[config.mk]
export PLATFORM = sky130hd
export DESIGN_NAME = cxs_sequencer
export DESIGN_NICKNAME = d
export VERILOG_FILES = /design/src/cxs_pkg.sv /design/src/cxs_logic_unit.sv /design/src/cxs_sequencer.sv
export SDC_FILE = /design/constraint.sdc
export NUM_CORES = 1
export LEC_CHECK = 0
export ABC_AREA = 1
export BUFFER_PORTS_ARGS = -buffer_cell sky130_fd_sc_hd__buf_2
export CORE_AREA = 2 2 194 196
export CTS_CLUSTER_DIAMETER = 200
export CTS_CLUSTER_SIZE = 16
export DETAILED_ROUTE_END_ITERATION = 8
export DIE_AREA = 0 0 196 198
export GPL_TIMING_DRIVEN = 0
export PLACE_DENSITY = 0.57
export SETUP_SLACK_MARGIN = 0.02
export SYNTH_ARGS = -nofsm -noshare
export SYNTH_HDL_FRONTEND = slang
export SYNTH_SLANG_ARGS = --single-unit
[constraint.sdc]
create_clock -name clk -period 4.95 [get_ports clk]
set_input_delay 0.2475 -clock clk [delete_from_list [all_inputs] [get_ports clk]]
set_output_delay 0.2475 -clock clk [all_outputs]
set_load 0.03 [all_outputs]
[src/cxs_pkg.sv]
// cxs_pkg: constants, encodings and state types shared by the sequencer and its logic unit.
// assumes one 250 MHz clock; nothing here holds logic.
package cxs_pkg;

	// ----------------------------------------------------------------
	// opcodes and prefixes
	// ----------------------------------------------------------------
	localparam logic [7:0] OPC_NOP = 8'h00; // no operation
	localparam logic [7:0] OPC_XOR_IMM = 8'hee; // xor with immediate byte
	localparam logic [7:0] OPC_XOR_MEM = 8'hae; // xor with memory at pointer pair or index+d
	localparam logic [4:0] OPC_XOR_REG_HI = 5'h15; // upper five bits of the register xor form
	localparam logic [7:0] OPC_INC_MEM = 8'h34; // increment memory at pointer pair
	localparam logic [7:0] OPC_LD_IDX = 8'h21; // load index register with 16-bit immediate
	localparam logic [1:0] OPC_LD_IMM_HI = 2'h0; // top bits of load register with immediate
	localparam logic [2:0] OPC_LD_IMM_LO = 3'h6; // low bits of load register with immediate
	localparam logic [1:0] OPC_OUT_HI = 2'h1; // top bits of output register to port
	localparam logic [2:0] OPC_OUT_LO = 3'h1; // low bits of output register to port
	localparam logic [7:0] PFX_CODE_X = 8'hdd; // index x prefix
	localparam logic [7:0] PFX_CODE_Y = 8'hfd; // index y prefix
	localparam logic [7:0] PFX_CODE_E = 8'hed; // extended prefix

	// ----------------------------------------------------------------
	// register file layout
	// ----------------------------------------------------------------
	localparam logic [2:0] REG_B = 3'h0; // counter pair high
	localparam logic [2:0] REG_C = 3'h1; // counter pair low
	localparam logic [2:0] REG_H = 3'h4; // pointer pair high
	localparam logic [2:0] REG_L = 3'h5; // pointer pair low
	localparam logic [2:0] REG_NONE = 3'h6; // not a register; slot holds the flags
	localparam logic [2:0] REG_F = 3'h6; // flag register slot
	localparam logic [2:0] REG_A = 3'h7; // accumulator

	// ----------------------------------------------------------------
	// flag bit positions
	// ----------------------------------------------------------------
	localparam int FLAG_S = 7; // sign
	localparam int FLAG_Z = 6; // zero
	localparam int FLAG_H = 4; // half carry
	localparam int FLAG_PV = 2; // parity / overflow
	localparam int FLAG_N = 1; // add / subtract
	localparam int FLAG_C = 0; // carry

	// ----------------------------------------------------------------
	// reset values and action cycle counts
	// ----------------------------------------------------------------
	localparam logic [15:0] RESET_PC = 16'h0000; // first fetch address
	localparam logic [2:0] CNT_NOP = 3'h1;
	localparam logic [2:0] CNT_XOR_REG = 3'h2;
	localparam logic [2:0] CNT_XOR_IMM = 3'h3;
	localparam logic [2:0] CNT_XOR_HL = 3'h3;
	localparam logic [2:0] CNT_XOR_IDX = 3'h4;
	localparam logic [2:0] CNT_INC_HL = 3'h5;
	localparam logic [2:0] CNT_OUT_C = 3'h2;
	localparam logic [2:0] CNT_LD_IMM = 3'h3;
	localparam logic [2:0] CNT_LD_IDX = 3'h3;

	// ----------------------------------------------------------------
	// types
	// ----------------------------------------------------------------
	typedef enum logic [1:0] {ST_FETCH, ST_DECODE, ST_ACTION} cxs_state_type;
	typedef enum logic [1:0] {PFX_NONE, PFX_X, PFX_Y, PFX_E} cxs_pfx_type;
	typedef enum logic [3:0] {IN_NOP, IN_XOR_REG, IN_XOR_IMM, IN_XOR_HL, IN_XOR_IDX, IN_INC_HL,
		IN_OUT_C, IN_LD_IMM, IN_LD_IDX} cxs_instr_type;
	typedef enum logic [3:0] {ACT_NONE, ACT_RD_PC_TMP, ACT_RD_PC_DISP, ACT_RD_PC_IDXL, ACT_RD_PC_IDXH,
		ACT_RD_HL_TMP, ACT_RD_IDX_TMP, ACT_XOR_TMP, ACT_XOR_REG, ACT_INC_TMP, ACT_WR_HL, ACT_OUT,
		ACT_LD_REG} cxs_op_type;

	// whole state of the sequencer
	typedef struct packed {
		cxs_state_type state;
		cxs_pfx_type pfx;
		cxs_instr_type instr;
		cxs_op_type op;
		logic [7:0] ir;
		logic [2:0] cyc;
		logic [2:0] cnt;
		logic [15:0] pc;
		logic [15:0] idx_x;
		logic [15:0] idx_y;
		logic [7:0] tmp;
		logic [7:0] disp;
		logic [7:0][7:0] regs;
		logic [15:0] addr;
		logic [7:0] dout;
	} cxs_core_type;

	localparam cxs_core_type CORE_RESET = '0; // fetch state, pc at RESET_PC, all registers zero

endpackage

[src/cxs_logic_unit.sv]
// cxs_logic_unit: exclusive-or and increment datapath with flag results.
// assumes the sequencer picks the operands and decides when results are stored.
`timescale 1ns/100ps
module cxs_logic_unit (
	input wire logic [7:0] acc, // accumulator, or byte to increment
	input wire logic [7:0] operand, // selected xor operand
	input wire logic inc, // high selects increment of acc
	output logic [7:0] result,
	output logic [7:0] flags
);

	// ----------------------------------------------------------------
	// result and flags
	// ----------------------------------------------------------------
	// flags are only meaningful for the xor case
	always_comb
	begin
		if (inc)
			result = acc + 8'h01;
		else
			result = acc ^ operand;
		flags = 8'h00; // half carry, add/subtract and carry stay clear
		flags[cxs_pkg::FLAG_S] = result[7];
		flags[cxs_pkg::FLAG_Z] = (result == 8'h00);
		flags[cxs_pkg::FLAG_PV] = ~(^result);
	end

endmodule

[src/cxs_sequencer.sv]
// cxs_sequencer: fetch, decode and action sequencing of an 8-bit core with the xor family,
// increment of memory, load immediate, index load and register output to port.
// assumes memory and i/o share the address bus and answer on the same clock; only memory reads use wait_request.
`timescale 1ns/100ps

module cxs_sequencer (
	input wire logic clk,
	input wire logic rstn, // asynchronous power-on reset
	input wire logic reset_req, // synchronous reset, active high
	input wire logic wait_request, // memory not ready, active high
	input wire logic [7:0] data_in, // read data from memory
	output logic [15:0] addr, // address bus
	output logic [7:0] data_out_bus, // write data for memory and i/o
	output logic fetch_cycle_indicator, // high during opcode fetch
	output logic mem_read_strobe,
	output logic mem_write_strobe,
	output logic io_write_strobe,
	output logic [7:0] acc_out, // accumulator contents
	output logic [7:0] flags_out // flag register contents
);

	// ----------------------------------------------------------------
	// decode functions
	// ----------------------------------------------------------------
	// classify the opcode held in the instruction register
	function automatic cxs_pkg::cxs_instr_type classify(input logic [7:0] ir, input cxs_pkg::cxs_pfx_type pfx);
		classify = cxs_pkg::IN_NOP; // unknown codes behave as no operation
		if (pfx == cxs_pkg::PFX_E)
		begin
			if (ir[7:6] == cxs_pkg::OPC_OUT_HI && ir[2:0] == cxs_pkg::OPC_OUT_LO && ir[5:3] != cxs_pkg::REG_NONE)
				classify = cxs_pkg::IN_OUT_C;
		end
		else if (pfx != cxs_pkg::PFX_NONE)
		begin
			if (ir == cxs_pkg::OPC_XOR_MEM)
				classify = cxs_pkg::IN_XOR_IDX;
			else if (ir == cxs_pkg::OPC_LD_IDX)
				classify = cxs_pkg::IN_LD_IDX;
		end
		else if (ir == cxs_pkg::OPC_XOR_IMM)
			classify = cxs_pkg::IN_XOR_IMM;
		else if (ir == cxs_pkg::OPC_XOR_MEM)
			classify = cxs_pkg::IN_XOR_HL;
		else if (ir[7:3] == cxs_pkg::OPC_XOR_REG_HI)
			classify = cxs_pkg::IN_XOR_REG;
		else if (ir == cxs_pkg::OPC_INC_MEM)
			classify = cxs_pkg::IN_INC_HL;
		else if (ir[7:6] == cxs_pkg::OPC_LD_IMM_HI && ir[2:0] == cxs_pkg::OPC_LD_IMM_LO && ir[5:3] != cxs_pkg::REG_NONE)
			classify = cxs_pkg::IN_LD_IMM;
	endfunction

	// number of action cycles of an instruction
	function automatic logic [2:0] count_of(input cxs_pkg::cxs_instr_type instr);
		case (instr)
			cxs_pkg::IN_XOR_REG: count_of = cxs_pkg::CNT_XOR_REG;
			cxs_pkg::IN_XOR_IMM: count_of = cxs_pkg::CNT_XOR_IMM;
			cxs_pkg::IN_XOR_HL: count_of = cxs_pkg::CNT_XOR_HL;
			cxs_pkg::IN_XOR_IDX: count_of = cxs_pkg::CNT_XOR_IDX;
			cxs_pkg::IN_INC_HL: count_of = cxs_pkg::CNT_INC_HL;
			cxs_pkg::IN_OUT_C: count_of = cxs_pkg::CNT_OUT_C;
			cxs_pkg::IN_LD_IMM: count_of = cxs_pkg::CNT_LD_IMM;
			cxs_pkg::IN_LD_IDX: count_of = cxs_pkg::CNT_LD_IDX;
			default: count_of = cxs_pkg::CNT_NOP;
		endcase
	endfunction

	// control for one action cycle; cycle 1 is idle for every instruction
	function automatic cxs_pkg::cxs_op_type step_of(input cxs_pkg::cxs_instr_type instr, input logic [2:0] cyc);
		step_of = cxs_pkg::ACT_NONE;
		case (instr)
			cxs_pkg::IN_XOR_REG:
				if (cyc == 3'h2) step_of = cxs_pkg::ACT_XOR_REG;
			cxs_pkg::IN_XOR_IMM:
				if (cyc == 3'h2) step_of = cxs_pkg::ACT_RD_PC_TMP;
				else if (cyc == 3'h3) step_of = cxs_pkg::ACT_XOR_TMP;
			cxs_pkg::IN_XOR_HL:
				if (cyc == 3'h2) step_of = cxs_pkg::ACT_RD_HL_TMP;
				else if (cyc == 3'h3) step_of = cxs_pkg::ACT_XOR_TMP;
			cxs_pkg::IN_XOR_IDX:
				if (cyc == 3'h2) step_of = cxs_pkg::ACT_RD_PC_DISP;
				else if (cyc == 3'h3) step_of = cxs_pkg::ACT_RD_IDX_TMP;
				else if (cyc == 3'h4) step_of = cxs_pkg::ACT_XOR_TMP;
			cxs_pkg::IN_INC_HL:
				if (cyc == 3'h2) step_of = cxs_pkg::ACT_RD_HL_TMP;
				else if (cyc == 3'h3) step_of = cxs_pkg::ACT_INC_TMP;
				else if (cyc == 3'h5) step_of = cxs_pkg::ACT_WR_HL;
			cxs_pkg::IN_OUT_C:
				if (cyc == 3'h2) step_of = cxs_pkg::ACT_OUT;
			cxs_pkg::IN_LD_IMM:
				if (cyc == 3'h2) step_of = cxs_pkg::ACT_RD_PC_TMP;
				else if (cyc == 3'h3) step_of = cxs_pkg::ACT_LD_REG;
			cxs_pkg::IN_LD_IDX:
				if (cyc == 3'h2) step_of = cxs_pkg::ACT_RD_PC_IDXL;
				else if (cyc == 3'h3) step_of = cxs_pkg::ACT_RD_PC_IDXH;
			default: step_of = cxs_pkg::ACT_NONE;
		endcase
	endfunction

	// true for action cycles that read memory
	function automatic logic is_read(input cxs_pkg::cxs_op_type op);
		is_read = (op == cxs_pkg::ACT_RD_PC_TMP) || (op == cxs_pkg::ACT_RD_PC_DISP) ||
			(op == cxs_pkg::ACT_RD_PC_IDXL) || (op == cxs_pkg::ACT_RD_PC_IDXH) ||
			(op == cxs_pkg::ACT_RD_HL_TMP) || (op == cxs_pkg::ACT_RD_IDX_TMP);
	endfunction

	// ----------------------------------------------------------------
	// state and datapath signals
	// ----------------------------------------------------------------
	cxs_pkg::cxs_core_type core_r; // registered state
	cxs_pkg::cxs_core_type core_nxt; // next state
	logic [7:0] alu_acc; // first operand of the logic unit
	logic [7:0] alu_operand; // second operand of the logic unit
	logic alu_inc; // increment select
	logic [7:0] alu_result;
	logic [7:0] alu_flags;
	logic stall; // bus cycle held by wait_request

	// operand selection for the logic unit
	always_comb
	begin
		alu_inc = (core_r.op == cxs_pkg::ACT_INC_TMP);
		alu_acc = alu_inc ? core_r.tmp : core_r.regs[cxs_pkg::REG_A];
		if (core_r.op == cxs_pkg::ACT_XOR_REG)
			alu_operand = core_r.regs[core_r.ir[2:0]];
		else
			alu_operand = core_r.tmp;
	end

	cxs_logic_unit u_logic (
		.acc(alu_acc),
		.operand(alu_operand),
		.inc(alu_inc),
		.result(alu_result),
		.flags(alu_flags)
	);

	// ----------------------------------------------------------------
	// sequencer next state
	// ----------------------------------------------------------------
	always_comb
	begin
		core_nxt = core_r;
		stall = wait_request && ((core_r.state == cxs_pkg::ST_FETCH) || is_read(core_r.op));
		case (core_r.state)
			cxs_pkg::ST_FETCH:
			begin
				// opcode taken only when data is valid
				if (!stall)
				begin
					core_nxt.ir = data_in;
					core_nxt.pc = core_r.pc + 16'h0001;
					core_nxt.state = cxs_pkg::ST_DECODE;
				end
			end
			cxs_pkg::ST_DECODE:
			begin
				// a prefix fetches the real opcode next
				if (core_r.pfx == cxs_pkg::PFX_NONE && core_r.ir == cxs_pkg::PFX_CODE_X)
				begin
					core_nxt.pfx = cxs_pkg::PFX_X;
					core_nxt.state = cxs_pkg::ST_FETCH;
				end
				else if (core_r.pfx == cxs_pkg::PFX_NONE && core_r.ir == cxs_pkg::PFX_CODE_Y)
				begin
					core_nxt.pfx = cxs_pkg::PFX_Y;
					core_nxt.state = cxs_pkg::ST_FETCH;
				end
				else if (core_r.pfx == cxs_pkg::PFX_NONE && core_r.ir == cxs_pkg::PFX_CODE_E)
				begin
					core_nxt.pfx = cxs_pkg::PFX_E;
					core_nxt.state = cxs_pkg::ST_FETCH;
				end
				else
				begin
					// opcode fixes the cycle count
					core_nxt.instr = classify(core_r.ir, core_r.pfx);
					core_nxt.cnt = count_of(core_nxt.instr);
					core_nxt.cyc = 3'h1;
					core_nxt.op = step_of(core_nxt.instr, 3'h1);
					core_nxt.state = cxs_pkg::ST_ACTION;
				end
			end
			default:
			begin
				// action cycle: carry out the current control, then advance
				if (!stall)
				begin
					case (core_r.op)
						cxs_pkg::ACT_RD_PC_TMP:
						begin
							core_nxt.tmp = data_in;
							core_nxt.pc = core_r.pc + 16'h0001;
						end
						cxs_pkg::ACT_RD_PC_DISP:
						begin
							core_nxt.disp = data_in;
							core_nxt.pc = core_r.pc + 16'h0001;
						end
						cxs_pkg::ACT_RD_PC_IDXL:
						begin
							if (core_r.pfx == cxs_pkg::PFX_Y)
								core_nxt.idx_y[7:0] = data_in;
							else
								core_nxt.idx_x[7:0] = data_in;
							core_nxt.pc = core_r.pc + 16'h0001;
						end
						cxs_pkg::ACT_RD_PC_IDXH:
						begin
							if (core_r.pfx == cxs_pkg::PFX_Y)
								core_nxt.idx_y[15:8] = data_in;
							else
								core_nxt.idx_x[15:8] = data_in;
							core_nxt.pc = core_r.pc + 16'h0001;
						end
						cxs_pkg::ACT_RD_HL_TMP, cxs_pkg::ACT_RD_IDX_TMP:
							core_nxt.tmp = data_in;
						cxs_pkg::ACT_XOR_TMP, cxs_pkg::ACT_XOR_REG:
						begin
							core_nxt.regs[cxs_pkg::REG_A] = alu_result;
							core_nxt.regs[cxs_pkg::REG_F] = alu_flags;
						end
						cxs_pkg::ACT_INC_TMP:
							core_nxt.tmp = alu_result;
						cxs_pkg::ACT_LD_REG:
							core_nxt.regs[core_r.ir[5:3]] = core_r.tmp;
						default:
							core_nxt.tmp = core_r.tmp; // no datapath work this cycle
					endcase
					if (core_r.cyc == core_r.cnt)
					begin
						// last action cycle goes straight to the next fetch
						core_nxt.state = cxs_pkg::ST_FETCH;
						core_nxt.pfx = cxs_pkg::PFX_NONE;
						core_nxt.op = cxs_pkg::ACT_NONE;
					end
					else
					begin
						core_nxt.cyc = core_r.cyc + 3'h1;
						core_nxt.op = step_of(core_r.instr, core_nxt.cyc);
					end
				end
			end
		endcase
		// address and write data prepared for the coming cycle
		if (core_nxt.state == cxs_pkg::ST_FETCH)
			core_nxt.addr = core_nxt.pc;
		else if (core_nxt.state == cxs_pkg::ST_ACTION)
		begin
			case (core_nxt.op)
				cxs_pkg::ACT_RD_HL_TMP, cxs_pkg::ACT_WR_HL:
					core_nxt.addr = {core_nxt.regs[cxs_pkg::REG_H], core_nxt.regs[cxs_pkg::REG_L]};
				cxs_pkg::ACT_RD_IDX_TMP:
					// signed displacement added to the selected index
					core_nxt.addr = ((core_nxt.pfx == cxs_pkg::PFX_Y) ? core_nxt.idx_y : core_nxt.idx_x) +
						{{8{core_nxt.disp[7]}}, core_nxt.disp};
				cxs_pkg::ACT_OUT:
					core_nxt.addr = {core_nxt.regs[cxs_pkg::REG_B], core_nxt.regs[cxs_pkg::REG_C]};
				default:
					core_nxt.addr = core_nxt.pc;
			endcase
			if (core_nxt.op == cxs_pkg::ACT_WR_HL)
				core_nxt.dout = core_nxt.tmp;
			else if (core_nxt.op == cxs_pkg::ACT_OUT)
				core_nxt.dout = core_nxt.regs[core_nxt.ir[5:3]];
		end
		// synchronous reset wins over everything
		if (reset_req)
			core_nxt = cxs_pkg::CORE_RESET;
	end

	// ----------------------------------------------------------------
	// state register
	// ----------------------------------------------------------------
	always_ff @(posedge clk or negedge rstn)
	begin
		if (!rstn)
			core_r <= cxs_pkg::CORE_RESET;
		else
			core_r <= core_nxt;
	end

	// ----------------------------------------------------------------
	// outputs
	// ----------------------------------------------------------------
	// strobes decode the registered state; all quiet while reset_req is held
	always_comb
	begin
		fetch_cycle_indicator = !reset_req && (core_r.state == cxs_pkg::ST_FETCH);
		mem_read_strobe = !reset_req && (fetch_cycle_indicator ||
			(core_r.state == cxs_pkg::ST_ACTION && is_read(core_r.op)));
		mem_write_strobe = !reset_req && core_r.state == cxs_pkg::ST_ACTION &&
			core_r.op == cxs_pkg::ACT_WR_HL;
		io_write_strobe = !reset_req && core_r.state == cxs_pkg::ST_ACTION &&
			core_r.op == cxs_pkg::ACT_OUT;
	end

	assign addr = core_r.addr;
	assign data_out_bus = core_r.dout;
	assign acc_out = core_r.regs[cxs_pkg::REG_A];
	assign flags_out = core_r.regs[cxs_pkg::REG_F];

endmodule

==> impl_metrics.env, run 1 <==
export IMPL_io_buffers=54
export IMPL_die_width_um=196
export IMPL_crit_required_ps=5290
export IMPL_antenna_found_initial=0
export IMPL_n_antenna_cell=0
export IMPL_fillCellCount=3990
export IMPL_path_clk_slew_ps=70
export IMPL_whs_ps=161
export IMPL_grt_max_degree=99
export IMPL_outcome="finished, final reports clean"
export IMPL_final_area_um2=14200
export IMPL_drv_cap=0
export IMPL_p_leak_nw=7.16
export IMPL_clock_fmax_mhz=216
export IMPL_min_path_type="input port to flop"
export IMPL_p_per_area_nw_per_um2=354
export IMPL_synth_edf_count=0
export IMPL_drc_errors=0
export IMPL_layout_min_cycle_time_ps=4630
export IMPL_slew_headroom_pct=36.1
export IMPL_hold_viol=0
export IMPL_crit_fanout=10
export IMPL_drv_slew=0
export IMPL_worst_pin_slew_ps=958
export IMPL_die_area_um2=38800
export IMPL_startpoint="core_r[177]$_DFF_PN0_"
export IMPL_ys_warn_count=0
export IMPL_start_kind="flop"
export IMPL_fin_nets=1984
export IMPL_cts_sinks=178
export IMPL_crit_family="simple AND/OR/NAND/NOR gates"
export IMPL_crit_path_top_delay_cell="dfrtp_1"
export IMPL_avgSynthCellArea_um2=6.79
export IMPL_crit_top_cell="nand2_1"
export IMPL_yosysUniqueCellTypes=55
export IMPL_initialDrtViolationCount=1214
export IMPL_tritoncts="done"
export IMPL_clk_path_buf_depth=2
export IMPL_place_hpwl_um=38500
export IMPL_grtUsageTotal_pct=25.9
export IMPL_ios=56
export IMPL_numPlacedInstances=2392
export IMPL_clk_latency_ps=460
export IMPL_syn_inst=1863
export IMPL_synth_seq_area_share_pct=35.2
export IMPL_viasPerCell=5.21
export IMPL_row_count=71
export IMPL_gr_total_overflow=0
export IMPL_routed_wl_um=49500
export IMPL_r2r_start="core_r[177]$_DFF_PN0_"
export IMPL_p_total_mw=5.04
export IMPL_antenna_left=0
export IMPL_dpl_cell_area_um2=13500
export IMPL_numCtsBuffers=17
export IMPL_period_share_pct=93.6
export IMPL_root_buffer="clkbuf_16"
export IMPL_routabilityCongestion=1.00
export IMPL_yosys_most_used_dff="dfrtp_1"
export IMPL_vias=12700
export IMPL_firstDrtPassIters=6
export IMPL_hp_start="data_in[7]"
export IMPL_fp_dieH_um=198
export IMPL_setup_violations=0
export IMPL_path_class="flop to flop"
export IMPL_fin_tns_setup_ps=0
export IMPL_max_stage_delay_ps=450
export IMPL_final_cell_count_no_fill=2432
export IMPL_finalClockSkew_ps=20.2
export IMPL_grt_setup_unrepaired="no"
export IMPL_grt_pass1_wl_um=74700
export IMPL_grt_pass1_vias=12100
export IMPL_async_flop_share_pct=100
export IMPL_arrival_ps=4970
export IMPL_initial_core_util_pct=34.2
export IMPL_drt_wirelength_per_cell_um=20.4
export IMPL_worst_path_buf_inv=2
export IMPL_htree_num_levels=4
export IMPL_synth_seq_cells=178
export IMPL_synth_nets=1902
export IMPL_drive_gt1_share_pct=13.9
export IMPL_syn_to_final_growth_pct=12.5
export IMPL_ir_drop_v=0.000249
export IMPL_syn_area_um2=12600
export IMPL_end_kind="flop"
export IMPL_core_um2=37000
-- cell usage after synthesis, types with 26 or more instances --
| cell | n | area share [%] |
|---|---|---|
| buf_4 | 46 | 2.7 |
| nand2_1 | 446 | 13 |
| nor2_1 | 294 | 8.7 |
| ha_1 | 26 | 2.6 |
| nand3_1 | 101 | 4.0 |
| dfrtp_1 | 178 | 35 |
| inv_1 | 193 | 5.7 |
| clkbuf_1 | 39 | 1.2 |
| o211ai_1 | 31 | 1.8 |
| a21oi_1 | 103 | 4.1 |
| o21ai_0 | 93 | 3.7 |
| o21ai_1 | 55 | 2.2 |
-- through the flow --
stage          util, %  setup slack [ps]
2_1_floorplan        -              1180
3_3_place_gp      36.6              93.8
3_5_place_dp      36.7              77.1
4_1_cts           38.3              49.1
5_1_grt           38.5              11.1
6_report          38.5               317
-- flip-flops by register name, summed over array words and instances (netlist names) --
register and cells:
data_out_bus 8, addr 16, acc_out 8, core_r 138, flags_out 8
-- cell usage in the layout (no fill, tap or decap), types with 13 or more instances in the layout --
cell and instances:
clkbuf_16 17, dfrtp_1 176, nor2_1 294, o21ai_0 93
inv_1 192, buf_4 55, nand2_1 446, nor3_1 13
a21oi_1 103, buf_2 73, ha_1 26, clkbuf_1 37
o21ai_1 55, nand3_1 99, nand2_2 17, inv_2 22
nand4_1 24, xor2_1 15, o211ai_1 31
-- area by class of cell --
class                   count  area [um^2]  share of cell area (%)
plain buffers             110          656                    4.61
clock buffers              20          447                    3.14
repair buffers             64          378                    2.65
flip-flops and latches    178         4460                    31.3
well taps                 474          593                    4.17
inverters                 217          820                    5.76
multi-input cells        1357         6730                    47.3
clock inverters            12          154                    1.08
-- tightest hold or removal path, delay by kind of cell --
| family | cells | cell delay [ps] |
|---|---|---|
| buf+inv | 1 | 140 |
| compound gates | 1 | 100 |
| simple gates | 1 | 80 |
-- repair_timing --
action | 4_1_cts | 5_1_grt
endpoints found under the hold margin | 80 | 0
setup endpoints to repair | 0 | 7
hold buffers | 1 | 0
resized for setup | 0 | 13
buffers inserted | 0 | 8
-- path summary, 6_finish.rpt --
check                                              end  slack [ps]  depth (start not counted)
min reg2reg                data_out_bus[0]$_DFFE_PN0P_         480                          2
max in group asynchronous        core_r[166]$_DFF_PN0_        3590                          3
max reg2reg                       addr[10]$_DFFE_PN0P_         320                         28
min in group asynchronous         core_r[96]$_DFF_PN0_         390                          2
max                               addr[10]$_DFFE_PN0P_         320                         28
min                              core_r[119]$_DFF_PN0_         160                          3
-- logic make-up (layout without fill, tap and decap cells) --
logic type                 count (synthesis)  after routing  share of synthesized area [%]
AOI/OAI and AO/OA                        340            340                           15.5
xor gates and xnor gates                  26             26                           1.80
adders and majority gates                 27             27                           2.73
buffers and inverters                    328            423                           11.6
DFF                                      178            178                           35.2
muxes                                     12             12                          0.950
and+or+nand+nor                          952            952                           32.2
-- where the power goes --
| group | switching (mW) | internal (mW) |
|---|---|---|
| Combinational | 1.43 | 0.547 |
| Clock | 0.642 | 0.812 |
| Sequential | 0.0751 | 1.53 |
| Total | 2.15 | 2.89 |
-- metal layers --
metal	global-route usage (%)	routed length, um
met3	4.56	3520
met2	41.0	22000
met1	35.3	22100
met5	0	0
met4	10.3	1890
(Power assumes the default switching activity.)
==> run 2, diff against run 1 <==
PLACE_DENSITY = 0.62   (was 0.57)
==> impl_metrics.env, run 2 (synthesis gave the netlist of run 1 again) <==
export IMPL_slew_headroom_pct=40.0
export IMPL_fin_nets=1982
export IMPL_setup_ws_ps=441
export IMPL_fp_dieH_um=198
export IMPL_drv_cap=0
export IMPL_p_clk_share_pct=29.0
export IMPL_antenna_found_initial=0
export IMPL_layout_commonest_cell="nand2_1"
export IMPL_crit_required_ps=5300
export IMPL_grt_pass1_vias=11800
export IMPL_final_cell_mix="446 x nand2_1, 294 x nor2_1, 193 x inv_1, 178 x dfrtp_1, 103 x a21oi_1"
export IMPL_routabilityCongestion=0.956
export IMPL_grtUsageTotal_pct=24.2
export IMPL_worst_path_buf_inv=2
export IMPL_path_class="flop to flop"
export IMPL_htree_num_levels=4
export IMPL_setup_violations=0
export IMPL_grt_pass1_wl_um=70600
export IMPL_drt_wirelength_per_cell_um=19.0
export IMPL_finalClockSkew_ps=19.7
export IMPL_start_kind="flop"
export IMPL_ios=56
export IMPL_initialDrtViolationCount=1062
export IMPL_row_count=71
export IMPL_grt_setup_unrepaired="no"
export IMPL_arrival_ps=4860
export IMPL_initial_core_util_pct=34.2
export IMPL_grt_max_degree=115
export IMPL_crit_fanout=10
export IMPL_min_path_type="input port to flop"
export IMPL_path_clk_slew_ps=90
export IMPL_gr_total_overflow=0
export IMPL_antenna_left=0
export IMPL_ir_drop_v=0.000247
export IMPL_outcome="finished, final reports clean"
export IMPL_hold_viol=0
export IMPL_top_register="core_r"
export IMPL_place_ws_ps=263
export IMPL_cts_sinks=178
export IMPL_syn_to_final_growth_pct=12.1
export IMPL_worst_pin_slew_ps=897
export IMPL_end_kind="flop"
export IMPL_max_stage_delay_ps=470
export IMPL_vias=12600
export IMPL_crit_family="simple AND/OR/NAND/NOR gates"
export IMPL_fin_tns_setup_ps=0
export IMPL_clk_latency_ps=460
export IMPL_crit_path_top_delay_cell="dfrtp_1"
export IMPL_drv_slew=0
export IMPL_p_switching_mw=2.15
export IMPL_io_buffers=54
export IMPL_root_buffer="clkbuf_16"
export IMPL_routed_wl_um=46300
export IMPL_numCtsBuffers=17
export IMPL_die_width_um=196
export IMPL_internal_power_mw=2.78
export IMPL_p_leak_nw=7.13
export IMPL_layout_min_cycle_time_ps=4510
export IMPL_drc_errors=0
export IMPL_core_um2=37000
export IMPL_pwr_share_seq_pct=32.4
export IMPL_crit_top_cell="nand2_1"
export IMPL_n_antenna_cell=0
export IMPL_period_share_pct=91.1
export IMPL_drive_gt1_share_pct=13.5
export IMPL_p_per_area_nw_per_um2=348
export IMPL_clk_path_buf_depth=2
export IMPL_die_area_um2=38800
export IMPL_clock_fmax_mhz=222
export IMPL_viasPerCell=5.19
export IMPL_firstDrtPassIters=7
export IMPL_p_comb_share_pct=38.5
export IMPL_place_hpwl_um=36300
export IMPL_largest_register_ffs=138
export IMPL_tritoncts="done"
export IMPL_p_sw_share_pct=43.6
-- run 2: cell count changes in the layout (fill, tap and decap cells not counted), moves of 2 or more --
| cell | change |
|---|---|
| inv_8 | +5 |
| buf_4 | -4 |
| clkinv_2 | -4 |
| inv_6 | +3 |
| bufinv_16 | -2 |
| clkinv_4 | -2 |
| clkinvlp_4 | +2 |
| dfrtp_1 | +2 |
| dfrtp_2 | -2 |
| nand3_1 | +2 |
| nand3_2 | -2 |
-- run 2: layout make-up --
class | count | area, um^2
Clock buffer | 18 | 429
Inverter | 217 | 820
Tap cell | 474 | 593
Clock inverter | 14 | 154
Buffer | 111 | 656
Fill cell | 4003 | 22800
Sequential cell | 178 | 4450
Timing Repair Buffer | 61 | 355
Multi-Input combinational cell | 1357 | 6720
-- run 2: final timing paths --
path / to / from / depth (start not counted) / slack [ps]
max: addr[10]$_DFFE_PN0P_ / core_r[177]$_DFF_PN0_ / 28 / 440
min: core_r[119]$_DFF_PN0_ / data_in[7] / 3 / 130
max reg2reg: addr[10]$_DFFE_PN0P_ / core_r[177]$_DFF_PN0_ / 28 / 440
min reg2reg: addr[4]$_DFFE_PN0P_ / addr[4]$_DFFE_PN0P_ / 2 / 490
max in group asynchronous: core_r[93]$_DFF_PN0_ / rstn / 3 / 3510
min in group asynchronous: flags_out[4]$_DFF_PN0_ / rstn / 2 / 350
-- run 2: what timing repair did --
action | CTS | global route
endpoints found under the hold margin | 64 | 0
hold buffers | 1 | 0
gates resized for setup | 0 | 4
endpoints found under the setup margin | 0 | 2
setup buffers | 0 | 5
-- run 2: stage by stage --
step                      hold WS [ps]  power (mW)  instances  area, um^2  util [%]
after floorplan                  -48.1        2.86       1863       12600         -
after global placement             470        3.45       2391       13500      36.6
after detailed placement           250        3.47       2392       13500      36.7
after CTS                          130        4.89       2425       14100      38.3
after global routing               147        5.18       2430       14200      38.4
final                              129        4.93       2430       14200      38.4
-- run 2: tightest hold or removal path, delay by kind of cell --
family	cells	cell delay, ps
AOI/OAI and AO/OA	1	90
buffers and inverters	1	120
and+or+nand+nor	1	80
-- run 2: power groups by stage --
stage / clock network [mW] / registers (mW) / logic (mW)
floorplan: 0 / 1.61 / 1.25
global placement: 0 / 1.63 / 1.83
CTS: 1.44 / 1.60 / 1.85
global route: 1.50 / 1.61 / 2.07
finish: 1.43 / 1.60 / 1.90
detailed placement: 0 / 1.63 / 1.84
-- run 2: per-layer routing --
metal  global-route usage, %  vias to the layer above  share of wire [%]
li1                        -                     6115                  -
met1                    32.5                     5983                 44
met3                    3.82                       62                7.0
met5                       0                        -                  0
met2                    39.9                      460                 46
met4                    7.66                        0                2.7
